<file path="src/core/cafd_pkg.sv">
package cafd_pkg;
   // Data and instruction widths.
   localparam int DATA_W = 8;
   localparam int INSN_W = 16;
   localparam int PC_W = 16;
   localparam int PROD_W = 16;
   // Flag bit positions inside the ALU flag register.
   localparam int FLAG_C_POS = 0;
   localparam int FLAG_NIB_POS = 1;
   localparam int FLAG_Z_POS = 2;
   localparam int FLAG_WRAP_POS = 3;
   // Reset values.
   localparam logic [7:0] FLAGS_RST = 8'h00;
   localparam logic [7:0] WORK_RST = 8'h00;
   localparam logic [15:0] PC_RST = 16'h0000;
   localparam logic [15:0] PROD_RST = 16'h0000;
   localparam logic [15:0] INSN_NOP = 16'h0000;
   // Stall cycles added by a branch or a table transfer.
   localparam logic [1:0] MULTI_EXTRA = 2'h1;
   // Special-register select codes in data space.
   localparam logic [2:0] SFR_PC_LO = 3'h0;
   localparam logic [2:0] SFR_PC_HI = 3'h1;
   localparam logic [2:0] SFR_WORK = 3'h2;
   localparam logic [2:0] SFR_FLAGS = 3'h3;
   localparam logic [2:0] SFR_PROD_LO = 3'h4;
   localparam logic [2:0] SFR_PROD_HI = 3'h5;
   // First program address served by external memory in the combined mode.
   localparam logic [15:0] EXT_BASE = 16'h2000;

   // ALU operation select.
   typedef enum logic [3:0] {
      CAFD_OP_PASS = 4'b0000,
      CAFD_OP_ADD = 4'b0001,
      CAFD_OP_ADDC = 4'b0010,
      CAFD_OP_SUB = 4'b0011,
      CAFD_OP_SUBB = 4'b0100,
      CAFD_OP_AND = 4'b0101,
      CAFD_OP_IOR = 4'b0110,
      CAFD_OP_XOR = 4'b0111,
      CAFD_OP_RLC = 4'b1000,
      CAFD_OP_RRC = 4'b1001,
      CAFD_OP_MUL = 4'b1010,
      CAFD_OP_MOVFF = 4'b1011,
      CAFD_OP_COM = 4'b1100
   } cafd_op_t;

   // Execution modes.
   typedef enum logic [1:0] {
      CAFD_MODE_MCU = 2'b00,
      CAFD_MODE_PROT = 2'b01,
      CAFD_MODE_EXT = 2'b10,
      CAFD_MODE_MPU = 2'b11
   } cafd_mode_t;
endpackage

</file>
<file path="src/core/cafd_alu.sv">
`timescale 1ns/1ps
// Combinational 8-bit ALU with flag generation.
module cafd_alu (
   input wire logic [3:0] op,
   input wire logic [7:0] a_w,
   input wire logic [7:0] b_f,
   input wire logic c_in,
   output logic [7:0] res,
   output logic c_out,
   output logic nib_out,
   output logic z_out,
   output logic wrap_out,
   output logic upd_cdc,
   output logic upd_wrap,
   output logic upd_z
);
   logic [8:0] lo_sum;
   logic [4:0] nib_sum;
   logic [7:0] opb;
   logic cin_eff;
   logic is_arith;
   logic c7_in;

   // Subtraction adds the inverted W operand, so carries read as active-low borrows.
   assign is_arith = (op == 4'(cafd_pkg::CAFD_OP_ADD)) || (op == 4'(cafd_pkg::CAFD_OP_ADDC))
      || (op == 4'(cafd_pkg::CAFD_OP_SUB)) || (op == 4'(cafd_pkg::CAFD_OP_SUBB));
   assign opb = ((op == 4'(cafd_pkg::CAFD_OP_SUB)) || (op == 4'(cafd_pkg::CAFD_OP_SUBB)))
      ? ~a_w : a_w;
   assign cin_eff = (op == 4'(cafd_pkg::CAFD_OP_SUB)) ? 1'b1 :
      ((op == 4'(cafd_pkg::CAFD_OP_ADDC)) || (op == 4'(cafd_pkg::CAFD_OP_SUBB))) ? c_in : 1'b0;
   assign lo_sum = {1'b0, b_f} + {1'b0, opb} + {8'h00, cin_eff};
   assign nib_sum = {1'b0, b_f[3:0]} + {1'b0, opb[3:0]} + {4'h0, cin_eff};
   assign c7_in = b_f[7] ^ opb[7] ^ lo_sum[7];

   // Result selection and flag outputs.
   always_comb begin
      res = b_f;
      c_out = c_in;
      unique case (op)
         4'(cafd_pkg::CAFD_OP_ADD), 4'(cafd_pkg::CAFD_OP_ADDC),
         4'(cafd_pkg::CAFD_OP_SUB), 4'(cafd_pkg::CAFD_OP_SUBB): begin
            res = lo_sum[7:0];
            c_out = lo_sum[8];
         end
         4'(cafd_pkg::CAFD_OP_AND): res = a_w & b_f;
         4'(cafd_pkg::CAFD_OP_IOR): res = a_w | b_f;
         4'(cafd_pkg::CAFD_OP_XOR): res = a_w ^ b_f;
         4'(cafd_pkg::CAFD_OP_COM): res = ~b_f;
         4'(cafd_pkg::CAFD_OP_RLC): begin
            res = {b_f[6:0], c_in};
            c_out = b_f[7];
         end
         4'(cafd_pkg::CAFD_OP_RRC): begin
            res = {c_in, b_f[7:1]};
            c_out = b_f[0];
         end
         default: res = b_f;
      endcase
   end

   assign nib_out = nib_sum[4];
   assign wrap_out = c7_in ^ lo_sum[8];
   assign z_out = (res == 8'h00);
   assign upd_cdc = is_arith || (op == 4'(cafd_pkg::CAFD_OP_RLC))
      || (op == 4'(cafd_pkg::CAFD_OP_RRC));
   assign upd_wrap = is_arith;
   assign upd_z = is_arith || (op == 4'(cafd_pkg::CAFD_OP_AND))
      || (op == 4'(cafd_pkg::CAFD_OP_IOR)) || (op == 4'(cafd_pkg::CAFD_OP_XOR))
      || (op == 4'(cafd_pkg::CAFD_OP_COM));
endmodule

</file>
<file path="src/core/cafd_core.sv">
`timescale 1ns/1ps
// Notes on behaviour
// - Fetch full 16-bit word per cycle, separate bus.
// - Two-stage pipeline, fetch overlaps execute.
// - Branches and table moves take extra cycle.
// - Program counter spans 64K words.
// - Internal, external or combined fetch modes.
// - Combined mode disables code protection.
// - Special registers readable/writable in data space.
// - File-to-file moves bypass working register.
// - ALU combines working register and file.
// - Unsigned 8x8 multiply in one cycle.
// - Add, subtract, shift, logic; two's complement.
// - Operations update carry, nibble, zero, wrap flags.
// - Subtract carries are active-low borrows.
// - Signed overflow beyond 127 or -128.
// - Overflow from bit-7 carries only.
// - Product into pair; flags untouched.
// - Multiply operands are unsigned.
module cafd_core (
   input wire logic CLK,
   input wire logic RST_N,
   // Program memory bus.
   output logic [15:0] PM_ADDR,
   input wire logic [15:0] PM_DATA,
   output logic PM_EXT_SEL,
   // Decoded execute-stage controls.
   input wire logic [3:0] EX_OP,
   input wire logic EX_DEST_W,
   input wire logic EX_MULTI,
   input wire logic EX_BRANCH,
   input wire logic [15:0] EX_TARGET,
   input wire logic [1:0] EXEC_MODE,
   input wire logic PROTECT_REQ,
   // Data memory bus.
   input wire logic [7:0] DM_RDATA,
   input wire logic [7:0] DM_SRC_DATA,
   output logic [7:0] DM_WDATA,
   output logic DM_WE,
   // Special-register access in data space.
   input wire logic [2:0] SFR_SEL,
   input wire logic SFR_WE,
   input wire logic [7:0] SFR_WDATA,
   output logic [7:0] SFR_RDATA,
   // State outputs.
   output logic [15:0] INSN_EX,
   output logic [7:0] WORK_REG,
   output logic [7:0] ALU_FLAGS,
   output logic [15:0] PRODUCT_PAIR,
   output logic PROTECT_ACTIVE,
   output logic STALL
);
   logic [15:0] pc_q, pc_d;
   logic [15:0] ir_q, ir_d;
   logic [7:0] working_register_q, working_register_d;
   logic [7:0] alu_flag_register_q, alu_flag_register_d;
   logic [15:0] product_pair_q, product_pair_d;
   logic [1:0] stall_cnt_q, stall_cnt_d;
   logic [7:0] alu_res;
   logic c_out, nib_out, z_out, wrap_out, upd_cdc, upd_wrap, upd_z;
   logic is_mul, is_movff, is_pass, is_multi, stalling, exec_ok;
   logic sfr_pc_lo, sfr_pc_hi, sfr_w, sfr_flag, sfr_prl, sfr_prh;
   logic wr_pc_lo, wr_pc_hi, wr_w, wr_flag, wr_prl, wr_prh;
   logic [7:0] flags_alu;
   logic [15:0] mul_res;

   cafd_alu u_alu (
      .op(EX_OP),
      .a_w(working_register_q),
      .b_f(DM_RDATA),
      .c_in(alu_flag_register_q[cafd_pkg::FLAG_C_POS]),
      .res(alu_res),
      .c_out(c_out),
      .nib_out(nib_out),
      .z_out(z_out),
      .wrap_out(wrap_out),
      .upd_cdc(upd_cdc),
      .upd_wrap(upd_wrap),
      .upd_z(upd_z)
   );

   // Operation decode and stall control.
   assign is_mul = (EX_OP == 4'(cafd_pkg::CAFD_OP_MUL));
   assign is_movff = (EX_OP == 4'(cafd_pkg::CAFD_OP_MOVFF));
   assign is_pass = (EX_OP == 4'(cafd_pkg::CAFD_OP_PASS));
   assign is_multi = (EX_MULTI || EX_BRANCH) && (stall_cnt_q == 2'h0);
   assign stalling = is_multi || (stall_cnt_q != 2'h0);
   assign STALL = stalling;
   // An instruction acts in its first cycle only; the bubble cycle is inert.
   assign exec_ok = !stalling || is_multi;

   // Unsigned multiply, completes in the execute cycle.
   assign mul_res = {8'h00, working_register_q} * {8'h00, DM_RDATA};

   // Special-register decode in data space.
   assign sfr_pc_lo = (SFR_SEL == cafd_pkg::SFR_PC_LO);
   assign sfr_pc_hi = (SFR_SEL == cafd_pkg::SFR_PC_HI);
   assign sfr_w = (SFR_SEL == cafd_pkg::SFR_WORK);
   assign sfr_flag = (SFR_SEL == cafd_pkg::SFR_FLAGS);
   assign sfr_prl = (SFR_SEL == cafd_pkg::SFR_PROD_LO);
   assign sfr_prh = (SFR_SEL == cafd_pkg::SFR_PROD_HI);

   // Write strobes; a data-space write overrides the ALU update of the same register.
   assign wr_pc_lo = SFR_WE && sfr_pc_lo;
   assign wr_pc_hi = SFR_WE && sfr_pc_hi;
   assign wr_w = SFR_WE && sfr_w;
   assign wr_flag = SFR_WE && sfr_flag;
   assign wr_prl = SFR_WE && sfr_prl;
   assign wr_prh = SFR_WE && sfr_prh;
   assign SFR_RDATA = sfr_pc_lo ? pc_q[7:0] : sfr_pc_hi ? pc_q[15:8] :
      sfr_w ? working_register_q : sfr_flag ? alu_flag_register_q :
      sfr_prl ? product_pair_q[7:0] : sfr_prh ? product_pair_q[15:8] : 8'h00;

   // Flag merge: only the bits the operation touches change.
   always_comb begin
      flags_alu = alu_flag_register_q;
      if (upd_cdc) begin
         flags_alu[cafd_pkg::FLAG_C_POS] = c_out;
      end
      if (upd_wrap) begin
         flags_alu[cafd_pkg::FLAG_NIB_POS] = nib_out;
         flags_alu[cafd_pkg::FLAG_WRAP_POS] = wrap_out;
      end
      if (upd_z) begin
         flags_alu[cafd_pkg::FLAG_Z_POS] = z_out;
      end
   end

   // Next-state logic for the pipeline and architectural registers.
   always_comb begin
      pc_d = pc_q + 16'h0001;
      ir_d = PM_DATA;
      stall_cnt_d = (stall_cnt_q != 2'h0) ? stall_cnt_q - 2'h1 : 2'h0;
      working_register_d = working_register_q;
      alu_flag_register_d = alu_flag_register_q;
      product_pair_d = product_pair_q;
      if (is_multi) begin
         stall_cnt_d = cafd_pkg::MULTI_EXTRA;
         ir_d = cafd_pkg::INSN_NOP;
         if (EX_BRANCH) begin
            pc_d = EX_TARGET;
         end
      end else if (stalling) begin
         ir_d = PM_DATA;
      end
      if (exec_ok) begin
         if (is_mul) begin
            product_pair_d = mul_res;
         end else if (!is_movff && !is_pass) begin
            alu_flag_register_d = flags_alu;
            if (EX_DEST_W) begin
               working_register_d = alu_res;
            end
         end
      end
      if (wr_pc_lo) pc_d = {pc_q[15:8], SFR_WDATA};
      if (wr_pc_hi) pc_d = {SFR_WDATA, pc_q[7:0]};
      if (wr_w) working_register_d = SFR_WDATA;
      if (wr_flag) alu_flag_register_d = SFR_WDATA;
      if (wr_prl) product_pair_d = {product_pair_q[15:8], SFR_WDATA};
      if (wr_prh) product_pair_d = {SFR_WDATA, product_pair_q[7:0]};
   end

   // Data-memory write: file-to-file moves skip the working register.
   assign DM_WDATA = is_movff ? DM_SRC_DATA : alu_res;
   assign DM_WE = exec_ok && !is_mul && !is_pass && (is_movff || !EX_DEST_W);

   // Mode decode: external fetch and protection.
   assign PM_EXT_SEL = (EXEC_MODE == 2'(cafd_pkg::CAFD_MODE_MPU)) ||
      ((EXEC_MODE == 2'(cafd_pkg::CAFD_MODE_EXT)) && (pc_q >= cafd_pkg::EXT_BASE));
   assign PROTECT_ACTIVE = ((EXEC_MODE == 2'(cafd_pkg::CAFD_MODE_PROT)) ||
      ((EXEC_MODE == 2'(cafd_pkg::CAFD_MODE_MCU)) && PROTECT_REQ));

   // Program counter, the fetch address of the next word.
   always_ff @(posedge CLK or negedge RST_N) begin
      if (!RST_N) begin
         pc_q <= cafd_pkg::PC_RST;
      end else begin
         pc_q <= pc_d;
      end
   end

   // Instruction register, the execute stage of the pipeline.
   always_ff @(posedge CLK or negedge RST_N) begin
      if (!RST_N) begin
         ir_q <= cafd_pkg::INSN_NOP;
      end else begin
         ir_q <= ir_d;
      end
   end

   // Bubble counter for multi-cycle instructions.
   always_ff @(posedge CLK or negedge RST_N) begin
      if (!RST_N) begin
         stall_cnt_q <= 2'h0;
      end else begin
         stall_cnt_q <= stall_cnt_d;
      end
   end

   // Working register.
   always_ff @(posedge CLK or negedge RST_N) begin
      if (!RST_N) begin
         working_register_q <= cafd_pkg::WORK_RST;
      end else begin
         working_register_q <= working_register_d;
      end
   end

   // ALU flag register.
   always_ff @(posedge CLK or negedge RST_N) begin
      if (!RST_N) begin
         alu_flag_register_q <= cafd_pkg::FLAGS_RST;
      end else begin
         alu_flag_register_q <= alu_flag_register_d;
      end
   end

   // Product pair written by the multiplier.
   always_ff @(posedge CLK or negedge RST_N) begin
      if (!RST_N) begin
         product_pair_q <= cafd_pkg::PROD_RST;
      end else begin
         product_pair_q <= product_pair_d;
      end
   end

   assign PM_ADDR = pc_q;
   assign INSN_EX = ir_q;
   assign WORK_REG = working_register_q;
   assign ALU_FLAGS = alu_flag_register_q;
   assign PRODUCT_PAIR = product_pair_q;
endmodule

</file>
<file path="config.mk">
export PLATFORM = sky130hd
export DESIGN_NAME = cafd_core
export DESIGN_NICKNAME = d
export VERILOG_FILES = /design/src/core/cafd_pkg.sv /design/src/core/cafd_alu.sv /design/src/core/cafd_core.sv
export SDC_FILE = /design/constraint.sdc
export NUM_CORES = 1
export LEC_CHECK = 0
export BUFFER_PORTS_ARGS = -buffer_cell sky130_fd_sc_hd__buf_2
export CORE_ASPECT_RATIO = 0.75
export CORE_UTILIZATION = 60
export DETAILED_ROUTE_END_ITERATION = 16
export HOLD_SLACK_MARGIN = 0.12
export PLACE_DENSITY = 0.9
export SLEW_MARGIN = 20
export SYNTH_ARGS = -nofsm -noshare
export SYNTH_HDL_FRONTEND = slang
export SYNTH_SLANG_ARGS = --single-unit
export TNS_END_PERCENT = 20
</file>
<file path="constraint.sdc">
create_clock -name CLK -period 11.8 [get_ports CLK]
set_clock_uncertainty 0.05 [all_clocks]
set_input_delay 2.36 -clock CLK [delete_from_list [all_inputs] [get_ports CLK]]
set_output_delay 2.36 -clock CLK [all_outputs]
set_load 0.01 [all_outputs]
</file>
==> out/metrics.csv <==
metric,value,unit
timing.final.crit_period,8.984,ns
antenna_found_initial,0,
fin_setup_tns,0,ns
timing.critical_path.to_type,output pin,
cap_viol_max_count,0,
cts_post_setup_buffers_inserted,0,
largest_net_degree_at_the_start_of_global_routing,67,
unrepaired_setup_endpoints_after_global_routing,false,
critical_path_buf_inv_count,2,
crit_chain,"buf_2, nor2_1, nand2_1, a21oi_1, xnor2_1, fa_1, fa_1, nand3_1, nand2_1, a31o_2, xnor2_1, o21ai_0, mux2_2, buf_2",
fmax,0.1113,GHz
ant_nets,0,
p_int,0.001073,W
period_share,76.14,%
gr-usage-all-layers,37.60,%
timing.critical_path.slowest_cell_delay,0.83,ns
netlist_area,0.007138,sq mm
cts.htree.levels,3,
ctsRootBufferMaster,sky130_fd_sc_hd__clkbuf_16,
final_max_slew_viol_count,0,
core-area,0.01157,sq mm
worstPathRequired,9.39,ns
yosys_warnings,0,
syn_nets,1033,
floorplan.die_area,0.01234,sq mm
postSynthCellCount,862,
slew_headroom,28.55,%
die-width,127.9,um
drtIter0Drc,846,
power_leakage,4.083,nW
layout.nets,1161,
antenna_cells,0,
mostFrequentLayoutCells,"sky130_fd_sc_hd__buf_2, sky130_fd_sc_hd__nor2_1, sky130_fd_sc_hd__nand2_1",
ys_seq_area_share,23.14,%
crit_family,compound AO/OA/AOI/OAI gates,
layout.cells.most_common,sky130_fd_sc_hd__buf_2,
timing.reg2reg.setup_slack,6.63,ns
synth_edf_count,0,
fraction_of_final_layout_cells_sized_beyond_drive_strength_1,20.10,%
avgSynthCellArea,8.281,sq um
hold_buffers,0,
num-fill-cells,913,
power_frac_comb,68.4,%
power.density_cell_area,256.2,mW/mm^2
avgViaCountPerCell,6.262,
cts.sinks,66,
worst_vdd_drop,0.0002089,V
die_height,96.46,um
power.clock.fraction,12.8,%
tritoncts.num_buffers,9,
ios,156,
clock_path_buffers,2,
crit_path_max_fanout,42,
seq_power_share,18.8,%
asyncSetResetFlopFracSynth,100.0,%
crit_slowest_cell,sky130_fd_sc_hd__a21oi_1,
grt-ovfl-total,0,
synthDistinctLibCells,62,
finalPower,0.002121,W
grt_first_pass_wirelength,35.06,mm
vias,7245,
detailedPlacementHpwl,17.04,mm
tightestPinTransition,1.069,ns
floorplan.initialDensity,61.69,%
port_buffers,155,
ctsResizeCount,0,
clk_pin_slew_worst_paths,0.06,ns
swShare,49.39,%
arrival,6.57,ns
first_global_vias,6475,
cts_tree,done,
site_row_count,34,
report.final.setup_viol,0,
worst_setup_path_start_kind,primary input,
hold_viol_final,0,
yosys_most_used_dff,sky130_fd_sc_hd__dfrtp_1,
wl_per_cell,20.11,um
clk_latency,0.33,ns
gp_routability_congestion,0.9814,
number_of_iterations_in_the_first_detailed_routing_pass,10,
flow.area_growth_from_synthesis,15.97,%
setup.worst_path.class,in -> out,
min-delay-path-class,reg -> reg,
number_of_synthesized_register_bits,66,
sw_power,0.001047,W
drc,0,
wl,23.26,mm
run_status,completed,
## logic make-up after synthesis
kind of cell / count (synthesis) / synth area share, %
AO/OA/AOI/OAI: 200 / 17.37
XOR/XNOR: 36 / 4.417
adder cells (fa/ha/maj): 99 / 21.35
buffers and inverters: 123 / 6.783
flip-flops: 66 / 23.14
multiplexers: 43 / 7.450
AND/OR/NAND/NOR: 295 / 19.49
## final cells by class
class	count	area, sq um	area share (%)
multi-input cells	673	5012	60.55
inverters	82	307.8	3.718
clock inverters	5	52.55	0.6348
repair buffers	158	798.3	9.643
clock buffers	11	252.7	3.053
flip-flops and latches	66	1652	19.95
well taps	162	202.7	2.449
## per-stage QoR
step	util [%]	hold WS (ns)	setup WS (ns)	std cells	instance area, sq um
floorplan	-	0.4335	3.696	862	7138
global placement	68.90	0.4337	2.960	1141	7973
detailed placement	68.90	0.4530	2.879	1141	7973
CTS	71.54	0.4587	2.847	1157	8278
global route	71.54	0.4966	2.572	1157	8278
finish	71.54	0.4657	2.816	1157	8278
## worst paths after layout
check	to	cells past startpoint	start
worst max-delay path	DM_WDATA[6]	14	EX_OP[0]
worst min-delay path	ALU_FLAGS[5]	2	ALU_FLAGS[5]
worst max register to register	PRODUCT_PAIR[15]	14	WORK_REG[4]
worst min register to register	ALU_FLAGS[5]	2	ALU_FLAGS[5]
max in group asynchronous	stall_cnt_q[0]	2	RST_N
min in group asynchronous	PM_ADDR[5]	2	RST_N
## synth_stat cells (all sizes together) (22+ instances only)
library cell	n	share of area (%)
xnor2	22	2.7
clkbuf	26	1.4
ha	61	11
nand2	79	4.2
o21ai	56	3.9
fa	38	11
a21oi	58	4.1
inv	71	3.7
mux2i	25	3.5
dfrtp	66	23
nor2	103	5.4
nor2b	30	2.6
## state kept, by name, summed over array words and instances, names as in the netlist
| register | count |
|---|---|
| INSN_EX | 16 |
| PM_ADDR | 16 |
| PRODUCT_PAIR | 16 |
| ALU_FLAGS | 8 |
| WORK_REG | 8 |
| stall_cnt_q | 2 |
## power by group through the flow
stage          clock network, W  logic (W)  registers, W
3_5_place_dp                  0    0.00140      0.000392
4_1_cts                0.000272    0.00143      0.000391
5_1_grt                0.000283    0.00160      0.000401
2_1_floorplan                 0   0.000997      0.000385
3_3_place_gp                  0    0.00135      0.000390
6_report               0.000272    0.00145      0.000399
## layer usage
metal	global-route usage (%)	part of all wire (%)	vias to the layer above	wire, um
met5	0	0	-	0
met4	14.71	3.1	0	726
met3	9.196	12	81	2829
met2	56.43	44	537	10270
met1	52.50	41	3390	9435
li1	-	-	3237	-
## tightest hold or removal path: cells and delay by family (launching register included)
family           cells  cell delay, ns
flip-flops           1            0.37
AND/OR/NAND/NOR      2            0.12
(Power assumes the default switching activity.)
